`src/common/touch_scan_pkg.sv`:
```
/*
 Constants and carrier types for the touch-key scan control block.
 Assumes a 25 MHz system clock and an 8-bit special-function register port.
*/
package touch_scan_pkg;

    localparam logic [7:0] FIRST_CHANNEL_SELECT_ADDR = 8'ha7;
    localparam logic [7:0] SENSE_CONTROL_ADDR        = 8'had;
    localparam logic [7:0] FIRST_CHANNEL_SELECT_RST  = 8'h1f;
    localparam logic [7:0] SENSE_CONTROL_RST         = 8'hd0;

    localparam int POWER_DOWN_BIT   = 7;
    localparam int DONE_BIT         = 6;
    localparam int LENGTH_AUTO_BIT  = 5;
    localparam int THRESHOLD_BIT    = 4;
    localparam int SPREAD_BIT       = 3;
    localparam int GROUP_BIT        = 2;
    localparam int MODE_MSB         = 1;
    localparam int CHANNEL_MSB      = 4;

    localparam logic [4:0] REF_CAP_CODE  = 5'h17;
    localparam int         NUM_CHANNELS  = 24;

    localparam int CLOCK_HZ            = 25000000;
    localparam int DONE_SETTLE_NS      = 3000;
    localparam int DONE_SETTLE_CYCLES  = (DONE_SETTLE_NS * (CLOCK_HZ / 1000000)) / 1000;
    localparam logic [7:0] SETTLE_LAST = 8'(DONE_SETTLE_CYCLES - 2);
    localparam logic [7:0] MEASURE_LEN = 8'h08;

    typedef enum logic [1:0] {REPEAT_1, REPEAT_2, REPEAT_4, REPEAT_8} repeat_mode_t;

    typedef struct packed {
        logic        write;
        logic [7:0]  addr;
        logic [7:0]  wdata;
    } sfr_req_t;

    typedef struct packed {
        logic        valid;
        logic [4:0]  channel;
        logic [2:0]  pass;
        logic        refCap;
        logic        spread;
        logic        bundle;
        logic        lengthAuto;
        logic [11:0] scanLength;
    } measure_t;

    typedef struct packed {
        logic [4:0]  channel;
        logic [2:0]  pass;
        logic [15:0] count;
    } result_t;

endpackage

```
`src/design/channel_sequence_rom.sv`:
```
/*
 Small registered memory holding the port-pin number tied to each touch channel.
 Assumes synchronous reads; the value appears one clock after the address.
*/
`timescale 1ns/1ps
module channel_sequence_rom
    import touch_scan_pkg::*;
(
    // Clock and reset
    input  wire logic       clock,
    input  wire logic       arst_n,
    input  wire logic       clockEnable,
    // Read port
    input  wire logic [4:0] addr,
    output logic      [5:0] pinCode
);

    function automatic logic [5:0] pinOf(input logic [4:0] ch);
        logic [5:0] table_v [0:23];
        // Each entry is {port, bit} packed as three bits each
        table_v = '{6'h1b, 6'h1a, 6'h19, 6'h18, 6'h08, 6'h09, 6'h0a, 6'h0b,
                    6'h0c, 6'h0d, 6'h0e, 6'h0f, 6'h1e, 6'h1d, 6'h1c, 6'h1f,
                    6'h10, 6'h11, 6'h03, 6'h07, 6'h06, 6'h05, 6'h04, 6'h3f};
        pinOf = (ch < 5'd24) ? table_v[ch] : 6'h3f;
    endfunction

    always_ff @(posedge clock or negedge arst_n)
    begin
        if (!arst_n)
            pinCode <= 6'h3f;
        else if (clockEnable)
            pinCode <= pinOf(addr);
    end

endmodule

```
`src/design/touch_key_scan_control.sv`:
```
/*
 Control and channel sequencing of the touch-key scanner behind two SFRs.
 Assumes the analogue counter reports each measurement by countDone with its count,
 and that the result RAM accepts a write on resultValid without stalling.
*/
`timescale 1ns/1ps
module touch_key_scan_control
    import touch_scan_pkg::*;
(
    // Clock, reset, enable
    input  wire logic        clock,
    input  wire logic        arst_n,
    input  wire logic        clockEnable,
    // Special-function register port
    input  wire logic        sfrWrite,
    input  wire logic        sfrRead,
    input  wire logic [7:0]  sfrAddr,
    input  wire logic [7:0]  sfrWdata,
    output logic      [7:0]  sfrRdata,
    // Controls held elsewhere in the chip
    input  wire logic        conversionStart,
    input  wire logic [23:0] channelEnableMask,
    input  wire logic [11:0] scanLengthSetting,
    input  wire logic        lowPowerMode,
    // Analogue measurement side
    input  wire logic        countDone,
    input  wire logic [15:0] countValue,
    output measure_t         measure,
    output logic             sensePowered,
    output logic      [5:0]  activePin,
    output logic      [1:0]  thresholdSelect,
    // Result storage side
    output logic             resultValid,
    output result_t          result
);

    typedef enum logic [2:0] {IDLE, SETTLE, PICK, RUN, STORE, FINISH} state_t;

    state_t       state_r;
    logic [4:0]   firstChannel_r;
    logic [7:0]   control_r;
    logic         autoOff_r;
    logic         startSeen_r;
    logic [7:0]   settleCnt_r;
    logic [23:0]  pending_r;
    logic [4:0]   channel_r;
    logic [2:0]   pass_r;
    logic [4:0]   doneCount_r;
    logic         powerDown;
    logic         startRise;
    repeat_mode_t mode;

    function automatic logic [2:0] lastPass(input repeat_mode_t m);
        unique case (m)
            REPEAT_1: lastPass = 3'd0;
            REPEAT_2: lastPass = 3'd1;
            REPEAT_4: lastPass = 3'd3;
            REPEAT_8: lastPass = 3'd7;
        endcase
    endfunction

    function automatic logic [4:0] maxChannels(input repeat_mode_t m);
        unique case (m)
            REPEAT_1, REPEAT_2: maxChannels = 5'd24;
            REPEAT_4:           maxChannels = 5'd16;
            REPEAT_8:           maxChannels = 5'd8;
        endcase
    endfunction

    // Lowest set bit at or above the given start position
    function automatic logic [4:0] nextChannel(input logic [23:0] m, input logic [4:0] from);
        logic [4:0] pick;
        pick = 5'h1f;
        for (int i = NUM_CHANNELS - 1; i >= 0; i--)
            if (m[i] && (5'(i) >= from))
                pick = 5'(i);
        nextChannel = pick;
    endfunction

    assign mode            = repeat_mode_t'(control_r[MODE_MSB:0]);
    assign powerDown       = control_r[POWER_DOWN_BIT] | autoOff_r;
    assign startRise       = conversionStart & ~startSeen_r;
    assign sensePowered    = ~powerDown;
    assign thresholdSelect = {control_r[THRESHOLD_BIT], ~control_r[THRESHOLD_BIT]};

    // Register writes; done flag is read-only and owned by the sequencer
    always_ff @(posedge clock or negedge arst_n)
    begin
        if (!arst_n)
        begin
            firstChannel_r <= FIRST_CHANNEL_SELECT_RST[CHANNEL_MSB:0];
            control_r      <= SENSE_CONTROL_RST;
        end
        else if (clockEnable)
        begin
            if (sfrWrite && sfrAddr == FIRST_CHANNEL_SELECT_ADDR)
                firstChannel_r <= sfrWdata[CHANNEL_MSB:0];
            if (sfrWrite && sfrAddr == SENSE_CONTROL_ADDR)
            begin
                control_r[POWER_DOWN_BIT]     <= sfrWdata[POWER_DOWN_BIT];
                control_r[LENGTH_AUTO_BIT:0]  <= sfrWdata[LENGTH_AUTO_BIT:0];
            end
            if (startRise && !powerDown && state_r == IDLE)
                control_r[DONE_BIT] <= 1'b0;
            else if (state_r == FINISH)
                control_r[DONE_BIT] <= 1'b1;
        end
    end

    always_ff @(posedge clock or negedge arst_n)
    begin
        if (!arst_n)
            sfrRdata <= 8'h00;
        else if (clockEnable && sfrRead)
            unique case (sfrAddr)
                FIRST_CHANNEL_SELECT_ADDR: sfrRdata <= {3'b000, firstChannel_r};
                SENSE_CONTROL_ADDR:        sfrRdata <= control_r;
                default:                   sfrRdata <= 8'h00;
            endcase
    end

    // Automatic shutdown in idle, halt and stop once no conversion runs
    always_ff @(posedge clock or negedge arst_n)
    begin
        if (!arst_n)
            autoOff_r <= 1'b0;
        else if (clockEnable)
            autoOff_r <= lowPowerMode && (state_r == IDLE);
    end

    always_ff @(posedge clock or negedge arst_n)
    begin
        if (!arst_n)
            startSeen_r <= 1'b0;
        else if (clockEnable)
            startSeen_r <= conversionStart;
    end

    // Sequencer
    always_ff @(posedge clock or negedge arst_n)
    begin
        if (!arst_n)
        begin
            state_r     <= IDLE;
            settleCnt_r <= 8'h00;
            pending_r   <= '0;
            channel_r   <= 5'h00;
            pass_r      <= 3'd0;
            doneCount_r <= 5'd0;
        end
        else if (clockEnable)
        begin
            unique case (state_r)
                IDLE:
                    if (startRise && !powerDown)
                    begin
                        state_r     <= SETTLE;
                        settleCnt_r <= 8'h00;
                        pending_r   <= channelEnableMask;
                        doneCount_r <= 5'd0;
                    end
                SETTLE:
                    if (settleCnt_r == SETTLE_LAST)
                        state_r <= PICK;
                    else
                        settleCnt_r <= settleCnt_r + 8'h01;
                PICK:
                begin
                    pass_r <= 3'd0;
                    if (pending_r == '0)
                    begin
                        if (doneCount_r == 5'd0)
                        begin
                            channel_r <= firstChannel_r;
                            state_r   <= RUN;
                        end
                        else
                            state_r <= FINISH;
                    end
                    else if (doneCount_r >= maxChannels(mode) && mode != REPEAT_1 && mode != REPEAT_2)
                        state_r <= FINISH;
                    else
                    begin
                        channel_r <= nextChannel(pending_r, 5'h00);
                        state_r   <= RUN;
                    end
                end
                RUN:
                    if (countDone)
                        state_r <= STORE;
                STORE:
                begin
                    if (pass_r == lastPass(mode))
                    begin
                        pending_r[channel_r] <= 1'b0;
                        doneCount_r          <= doneCount_r + 5'd1;
                        state_r              <= (pending_r == '0) ? FINISH : PICK;
                    end
                    else
                    begin
                        pass_r  <= pass_r + 3'd1;
                        state_r <= RUN;
                    end
                end
                FINISH:
                    state_r <= IDLE;
                default:
                    state_r <= IDLE;
            endcase
        end
    end

    channel_sequence_rom pinMap (
        .clock       (clock),
        .arst_n      (arst_n),
        .clockEnable (clockEnable),
        .addr        (channel_r),
        .pinCode     (activePin)
    );

    always_ff @(posedge clock or negedge arst_n)
    begin
        if (!arst_n)
            measure <= '0;
        else if (clockEnable)
        begin
            measure.valid      <= (state_r == RUN);
            measure.channel    <= channel_r;
            measure.pass       <= pass_r;
            measure.refCap     <= (channel_r == REF_CAP_CODE);
            measure.spread     <= control_r[SPREAD_BIT];
            measure.bundle     <= control_r[GROUP_BIT];
            measure.lengthAuto <= control_r[LENGTH_AUTO_BIT];
            measure.scanLength <= control_r[LENGTH_AUTO_BIT] ? 12'hfff : scanLengthSetting;
        end
    end

    always_ff @(posedge clock or negedge arst_n)
    begin
        if (!arst_n)
        begin
            resultValid <= 1'b0;
            result      <= '0;
        end
        else if (clockEnable)
        begin
            resultValid <= (state_r == RUN) && countDone;
            if (state_r == RUN && countDone)
                result <= '{channel: channel_r, pass: pass_r, count: countValue};
        end
    end

endmodule

```
`config.mk`:
```
export PLATFORM = sky130hd
export DESIGN_NAME = touch_key_scan_control
export DESIGN_NICKNAME = d
export VERILOG_FILES = /design/src/common/touch_scan_pkg.sv /design/src/design/channel_sequence_rom.sv /design/src/design/touch_key_scan_control.sv
export SDC_FILE = /design/constraint.sdc
export NUM_CORES = 1
export LEC_CHECK = 0
export BUFFER_PORTS_ARGS = -buffer_cell sky130_fd_sc_hd__buf_2
export CORE_MARGIN = 2
export CORE_UTILIZATION = 42
export DETAILED_ROUTE_END_ITERATION = 8
export GPL_TIMING_DRIVEN = 0
export SETUP_SLACK_MARGIN = 0.1
export SYNTH_ARGS = -nofsm -noshare
export SYNTH_HDL_FRONTEND = slang
export SYNTH_HIERARCHICAL = 1
export SYNTH_SLANG_ARGS = --single-unit
```
`constraint.sdc`:
```
create_clock -name clock -period 5.2 [get_ports clock]
set_input_delay 0.78 -clock clock [delete_from_list [all_inputs] [get_ports clock]]
set_output_delay 0.78 -clock clock [all_outputs]
set_load 0.005 [all_outputs]
```
==> summary by stage, run 1 <==
Die
The placeable core area is 14420 µm². The floorplan step defined a die boundary enclosing 15660 µm². Pin placement for this block handled 143 I/O pins.

The floorplan step set the die width to 125.2 µm. The site row count is 44. The vertical die dimension is 125.2 µm.

The starting density of the core is 0.4274.

Yosys
The synthesized design contains 127 register bits. By area the synthesized netlist is led by dfrtp_1 (46%), mux2_2 (7.9%), dfstp_2 (6.0%). The share of synthesized area in the top cell type comes to 0.4587.

The largest total area in the synthesized netlist belongs to dfrtp_1. The mapped cell area is 6165 µm². The distinct cell type count after synthesis is 70. Yosys mapped a number of flops with a built-in enable equal to 0. The number of nets produced by synthesis is 661. The commonest register cell after synthesis is dfrtp_1. Sorting the synthesized cells by how often they occur yields dfrtp_1 (113), nor2_1 (47), nand2_1 (44), mux2_2 (43), o21ai_0 (32). Among all cell types in the netlist, the one instantiated most often is dfrtp_1. The synthesis warning total is 6. Dividing the synthesized area by the synthesized cell count gives 10.70 µm².

The part of the Yosys area used for sequential elements is 0.5184. The share of flip-flops with an asynchronous set or reset is 1.000. The synthesized instance count is 576.

Clock tree
The number of buffers added by the clock tree synthesis step is 17. In this run the clock root is driven by a clkbuf_16. The number of hold buffers added after CTS is 0. The clock reaches the later pin of the worst-skew pair after 0.41 ns. The H-tree generated during clock tree synthesis spans 4 levels. The number of buffers between clock root and the deepest sink is 2. The CTS tree is built. The number of resized instances in the post-cts repair step is 0.

Counting every sink on the clock net gives 127. The number of buffers inserted by post-CTS setup repair is 0. The clock transition at the registers of the reported paths is 0.05 ns.

Pwr
The analysis attributes to cell leakage a power of 3.784 nW. Power spread over the standard cell area amounts to 495.6 nW/µm². The worst-case IR drop observed on VDD is 0.2417 mV.

Routing
The total DRC errors in the routed layout is 0. The violation count after the first detailed-route iteration is 317. The final wirelength is 15660 µm. The first TritonRoute pass finished after 5 iterations. The number of nets still failing antenna checks after routing is 0. The via-per-instance ratio is 5.403. The detailed router placed 5052 vias in this run. The average routed wire per standard cell is 16.75 µm.

Place
Summed over all nets, the half-perimeter wirelength after detailed placement is 11220 µm. OpenSTA, run right after detailed placement, puts the worst setup slack at 2.362 ns. In this run the tool buffered the top-level ports with 141 buffer cells. The weighted congestion reported at the end of routability-driven placement is 0.9239.

Run status
The flow ran to the end, and the final reports show no timing, DRC or antenna violations.

Global route
The number of antenna violations at the first check in global routing was 1. The pin count of the biggest net entering global routing is 99. For this run, the total global-route usage over all layers was measured as 0.2064.

The first global-routing pass estimated 25760 µm of wire. After global routing the overflow that remains totals 0. The number of global-route vias before repair came to 5032.

STA
The max-slew violation count is 0. In the finished design, the share of the clock period the worst path needs comes to 0.4858. The setup TNS is 0 ns. Static timing analysis puts the maximum clock frequency at 395.9 MHz.

The clock arrives with 0.007264 ns of skew. Setup repair after global routing left no endpoint under its margin. The transition time of the tightest slew-check pin is 0.7665 ns.

The routed design could run at a clock period as short as 2.526 ns. The number of hold-slack violations in the final timing report is 0. The minimum setup slack in the final design is 2.674 ns.

Setup violations remaining at the end of the flow were counted as 0. The remaining max-slew budget at the tightest pin is 0.4890.

Final layout
Of the cells placed in the final design, the portion with a size suffix greater than 1 is 0.3467. Fill cells in the final layout number 1320. Relative to the synthesized area, the layout overhead comes to 26.18%. The area of combinational cells with multiple inputs is 2696 µm². The layout net count is 822. The register cell area after layout is 3196 µm².

Critical path
The critical path class is reg2reg. In this run the worst path has a maximum fanout of 7. For this run, the slowest stage of the critical path takes 0.48 ns. Among cell families on the critical path, the largest total delay comes from simple AND/OR/NAND/NOR gates. The slowest stage of the critical path belongs to the cell nor4_1. The cell occurring most often along the worst timing path is mux2_4.

At the worst endpoint, the arrival time is 2.82 ns. The data required time of the critical path is 5.49 ns. The worst setup path is captured at a flip-flop.

The number of buffers and inverters on the critical path is 2. The worst setup path is launched from a flip-flop. The critical path goes through nor4_1 -> and4_1 -> and2_4 -> buf_6 -> mux2_4 -> and3_4 -> buf_8 -> mux2_4.

Job
The max-cap check violation count is 0.

Worst hold path
The type of the worst min-delay path is in2async.
==> final timing paths <==
kind                       cells past startpoint               from  slack [ns]                 to
max                                            8       pending_r[0]        2.67       channel_r[3]
min                                            1             arst_n        0.24      pending_r[14]
max reg2reg                                    8       pending_r[0]        2.67       channel_r[3]
min reg2reg                                    2  pinMap/pinCode[5]        0.48  pinMap/pinCode[5]
max in group asynchronous                      2             arst_n        4.14       control_r[7]
min in group clock                             2  pinMap/pinCode[5]        0.48  pinMap/pinCode[5]
==> final cells by class <==
class / count / share of cell area
antenna: 1 / 0.0003217
buffer: 31 / 0.02155
clock buffer: 22 / 0.06225
clock inverter: 10 / 0.02027
inverter: 28 / 0.01351
multi-input combinational: 390 / 0.3466
sequential: 127 / 0.4108
tap: 184 / 0.02960
timing repair buffer: 142 / 0.09506
==> layout by cell type, fill, tap and decap left out, types with 4 or more instances in the layout <==
master	count
bufinv_16	4
a22o_1	6
o31ai_1	7
dfstp_2	14
and3_1	9
a31oi_1	22
clkbuf_8	4
mux2_2	43
a21oi_1	28
nor3_1	15
clkbuf_1	18
nor4_2	4
clkbuf_16	17
mux2i_1	25
inv_1	27
nand2b_1	5
mux2_4	4
ha_1	9
nand3_1	13
xnor2_1	4
dfrtp_1	113
nand2_1	44
nor4_1	4
nor2_1	47
o21ai_0	32
buf_6	5
a22oi_1	5
nor2b_1	4
buf_2	145
==> registers in the layout, summed over array words and instances, names as in the netlist <==
| register | flops |
|---|---|
| doneCount_r | 5 |
| settleCnt_r | 8 |
| result | 24 |
| startSeen_r | 1 |
| state_r | 3 |
| pinMap/pinCode | 6 |
| pass_r | 3 |
| resultValid | 1 |
| measure | 25 |
| pending_r | 24 |
| autoOff_r | 1 |
| sfrRdata | 8 |
| control_r | 8 |
| firstChannel_r | 5 |
| channel_r | 5 |
==> metal layers <==
| layer | wire (µm) | part of all wire | GRT usage |
|---|---|---|---|
| met1 | 7269 | 0.46 | 0.2794 |
| met4 | 217 | 0.014 | 0.06078 |
| met3 | 828 | 0.053 | 0.05905 |
| met5 | 0 | 0 | 0 |
| met2 | 7346 | 0.47 | 0.3251 |
==> power by group <==
part	internal, mW	total, mW	leakage (nW)	switching, mW
Sequential	1.26	1.49	1.60	0.234
Clock	0.850	1.28	0.308	0.430
Combinational	0.514	1.08	1.88	0.569
Total	2.62	3.86	3.78	1.23
==> metrics by stage <==
step / total power [mW] / area (µm²) / util / cells / hold slack, ns
2_1_floorplan: 2.169 / 6165 / - / 576 / 0.4592
3_3_place_gp: 2.537 / 7101 / 0.4923 / 901 / 0.4647
3_5_place_dp: 2.583 / 7134 / 0.4946 / 902 / 0.4684
4_1_cts: 3.883 / 7776 / 0.5391 / 934 / 0.2397
5_1_grt: 4.090 / 7776 / 0.5391 / 934 / 0.2467
6_report: 3.855 / 7779 / 0.5393 / 935 / 0.2392
==> cells by family after synthesis <==
logic type	count (synthesis)	share of synthesized area
simple gates	173	0.1482
compound gates	130	0.1336
flops	127	0.5184
mux	72	0.1289
buf+inv	59	0.04424
fa+ha+maj	9	0.01827
xor+xnor	6	0.008524
Power figures use the tool's default switching activity.
==> run 2, diff against run 1 <==
- PLACE_DENSITY: not set -> 0.67
- clock period: 5.2 -> 2 ns (I/O delays scaled with it)
==> run 2 against run 1 <==
Against the previous run: flip-flop and latch count did not move; combinational power rose to 3.0 times the previous value; power rose to 2.8 times the previous value; cell count rose by 3.2%; routed wire length rose by 7.4%; die area did not move; sequential power rose to 2.7 times the previous value; largest power group unchanged; utilization rose by 4.0 points; non-clock buffer count rose by 31; the run now ends with setup timing left; clock power rose to 2.7 times the previous value; clock skew barely moved; global-route usage rose by 0.17 points; largest cell class unchanged.
==> summary by stage, run 2 (synthesis gave the netlist of run 1 again) <==
Critical path
The critical path class is reg2reg (unchanged). The largest fanout on the critical path is 4 (was 7). The beginning of the critical path was pending_r[13] (was pending_r[0]). The data required time of the critical path is 2.31 ns (was 5.49 ns).

The endpoint arrival time on the critical path is 2.56 ns (was 2.82 ns). The endpoint kind of the worst setup timing path is a flip-flop (unchanged). The startpoint type of the worst setup path is a flip-flop (unchanged).

The start of the worst register-to-register path is pending_r[13] (was pending_r[0]).

Clock tree
The root buffer cell is clkbuf_16 (unchanged). The number of buffers added by the clock tree synthesis step is 17 (unchanged). The clock sink count is 127 (unchanged). The worst-skew pair later-pin latency is 0.42 ns (was 0.41 ns). The total number of H-tree levels is 4 (unchanged). The clock transition at the registers of the reported paths is 0.06 ns (was 0.05 ns). The number of buffers between clock root and the deepest sink is 2 (unchanged). The CTS tree was built (unchanged).

STA
The number of setup violations in the final report is 6 (was 0). The max-slew violation count is 0 (unchanged). Unrepaired setup endpoints after global routing: yes (was no). The remaining max-slew budget at the tightest pin is 0.5152 (was 0.4890). The share of the clock period used by the worst path was 1.126 (was 0.4858).

The post-route minimum period is 2.252 ns (was 2.526 ns). The highest achievable clock rate is 444.1 MHz (was 395.9 MHz). The minimum setup slack in the final design came to -0.2519 ns (was 2.674 ns). The final setup skew is 0.007575 ns (was 0.007264 ns).

The transition time of the tightest slew-check pin came to 0.7217 ns (was 0.7665 ns). The number of hold-slack violations in the final timing report is 0 (unchanged).

Final layout
Highest-count cells in the layout ignoring fill and taps: buf_2 (143), dfrtp_1 (104), nor2_1 (45), nand2_1 (44), mux2_2 (43) (was buf_2 (145), dfrtp_1 (113), nor2_1 (47), nand2_1 (44), mux2_2 (43)). The number of filler cells placed in the layout is 1254 (was 1320). The area growth from synthesis to layout is 35.52% (was 26.18%).

The flip-flop count of the largest register, all copies and words added is 25 (unchanged). The summed area of non-filler cells in the final layout was 8354 µm² (was 7779 µm²). The largest register by flop count is measure (unchanged). The register cell area after layout was 3207 µm² (was 3196 µm²). The ratio of cells with drive above 1 in the final layout is 0.4366 (was 0.3467). The final cell count without fillers is 965 (was 935). The antenna cell count is 0 (was 1). The layout net count is 853 (was 822). The leading cell type in the layout, fill and taps excluded is buf_2 (unchanged). The area of combinational cells with multiple inputs is 2949 µm² (was 2696 µm²). Largest registers: measure x25, pending_r x24, result x24 (unchanged).

Place
The number of buffer cells added on primary ports is 141 (unchanged). The placed cell count is 902 (unchanged). The cell area after placement is 7159 µm² (was 7134 µm²). The half-perimeter wire length of the detailed placement result came to 11430 µm (was 11220 µm).

The weighted congestion reported at the end of routability-driven placement was 0.8886 (was 0.9239).

Die
The die span in x came to 125.2 µm (unchanged). The vertical die dimension is 125.2 µm (unchanged). The starting density of the core is 0.4274 (unchanged). The overall die area was 15660 µm² (unchanged).

The site row count is 44 (unchanged). The placeable core area is 14420 µm² (unchanged). The I/O pin total is 143 (unchanged).

Run status
Outcome: complete, but fails checks (was completed). The checks that failed: setup timing.

Global route
The number of global-route vias before repair is 5124 (was 5032). The total routing usage reported by global routing came to 0.2081 (was 0.2064). The remaining global-route overflow is 0 (unchanged). The number of antenna violations at the first check in global routing was 1 (unchanged). The pin count of the biggest net entering global routing was 74 (was 99). The global-route wire length before repair is 25880 µm (was 25760 µm).

Routing
The number of optimization iterations in the first detailed-route pass is 5 (unchanged). The average routed wire per standard cell is 17.43 µm (was 16.75 µm). The via-per-instance ratio was 5.558 (was 5.403). The violation count after the first detailed-route iteration is 387 (was 317). The number of nets still failing antenna checks after routing is 0 (unchanged). The final wirelength is 16820 µm (was 15660 µm). The total DRC errors in the routed layout was 0 (unchanged). The total vias in the final route is 5363 (was 5052).

Job
The max-cap check violation count was 0 (unchanged).

Pwr
The maximum VDD drop is 0.7329 mV (was 0.2417 mV). The cell leakage power was 4.027 nW (was 3.784 nW). The power per cell area is 1280 nW/µm² (was 495.6 nW/µm²).

Worst hold path
The type of the worst min-delay path is in2reg (was in2async). The hold path startpoint is channelEnableMask[22].
==> run 2: final cells by class <==
type	instances	area share
clock inverters	14	0.02561
clock buffers	18	0.05257
multi-input cells	390	0.3530
plain buffers	28	0.02366
flip-flops and latches	127	0.3839
repair buffers	176	0.1212
well taps	184	0.02756
inverters	28	0.01258
==> run 2: what timing repair did <==
| item | 4_1_cts | 5_1_grt |
|---|---|---|
| endpoints found under the hold margin | 64 | 0 |
| setup buffers | 12 | 21 |
| pin swaps | 8 | 25 |
| hold buffers | 1 | 0 |
| setup endpoints to repair | 63 | 68 |
| resized for setup | 34 | 55 |
==> run 2: worst paths after layout <==
path	endpoint	cells past startpoint	slack, ns
max in group asynchronous	pinMap/pinCode[0]	3	0.79
setup / recovery	channel_r[0]	7	-0.25
setup reg to reg	channel_r[0]	7	-0.25
hold reg to reg	result[23]	2	0.48
min in group asynchronous	pending_r[12]	2	0.46
hold / removal	pending_r[22]	2	0.09
==> run 2: stage by stage <==
stage / total power [mW] / hold slack (ns) / utilization / TNS [ns] / setup WS, ns
2_1_floorplan: 5.650 / 0.004409 / - / -1.106 / -0.2674
3_3_place_gp: 6.587 / 0.4643 / 0.4940 / -129.49 / -1.013
3_5_place_dp: 6.737 / 0.3632 / 0.4964 / -14.83 / -0.4691
4_1_cts: 10.42 / 0.07887 / 0.5556 / -1.763 / -0.2274
5_1_grt: 11.28 / 0.08728 / 0.5792 / -1.828 / -0.2951
6_report: 10.70 / 0.09431 / 0.5792 / -1.324 / -0.2519
==> run 2: per-layer routing <==
layer	up-vias	part of all wire	global-route usage
li1	2470	-	-
met1	2646	0.42	0.2694
met2	213	0.49	0.3395
met3	32	0.069	0.05563
met4	2	0.021	0.07255
met5	-	0.00065	0
==> run 2: report_power, final <==
group | switching [mW] | internal (mW) | total, mW
registers | 0.699 | 3.28 | 3.98
logic | 1.66 | 1.63 | 3.29
clock network | 1.19 | 2.24 | 3.43
total | 3.55 | 7.14 | 10.7
==> run 2: critical path, stage by stage (launching register included) <==
cell,delay [ns]
dfrtp_2,0.44
nor4_4,0.38
and4_1,0.28
and2_4,0.15
buf_6,0.09
mux2_4,0.32
and3_4,0.19
mux2_4,0.30
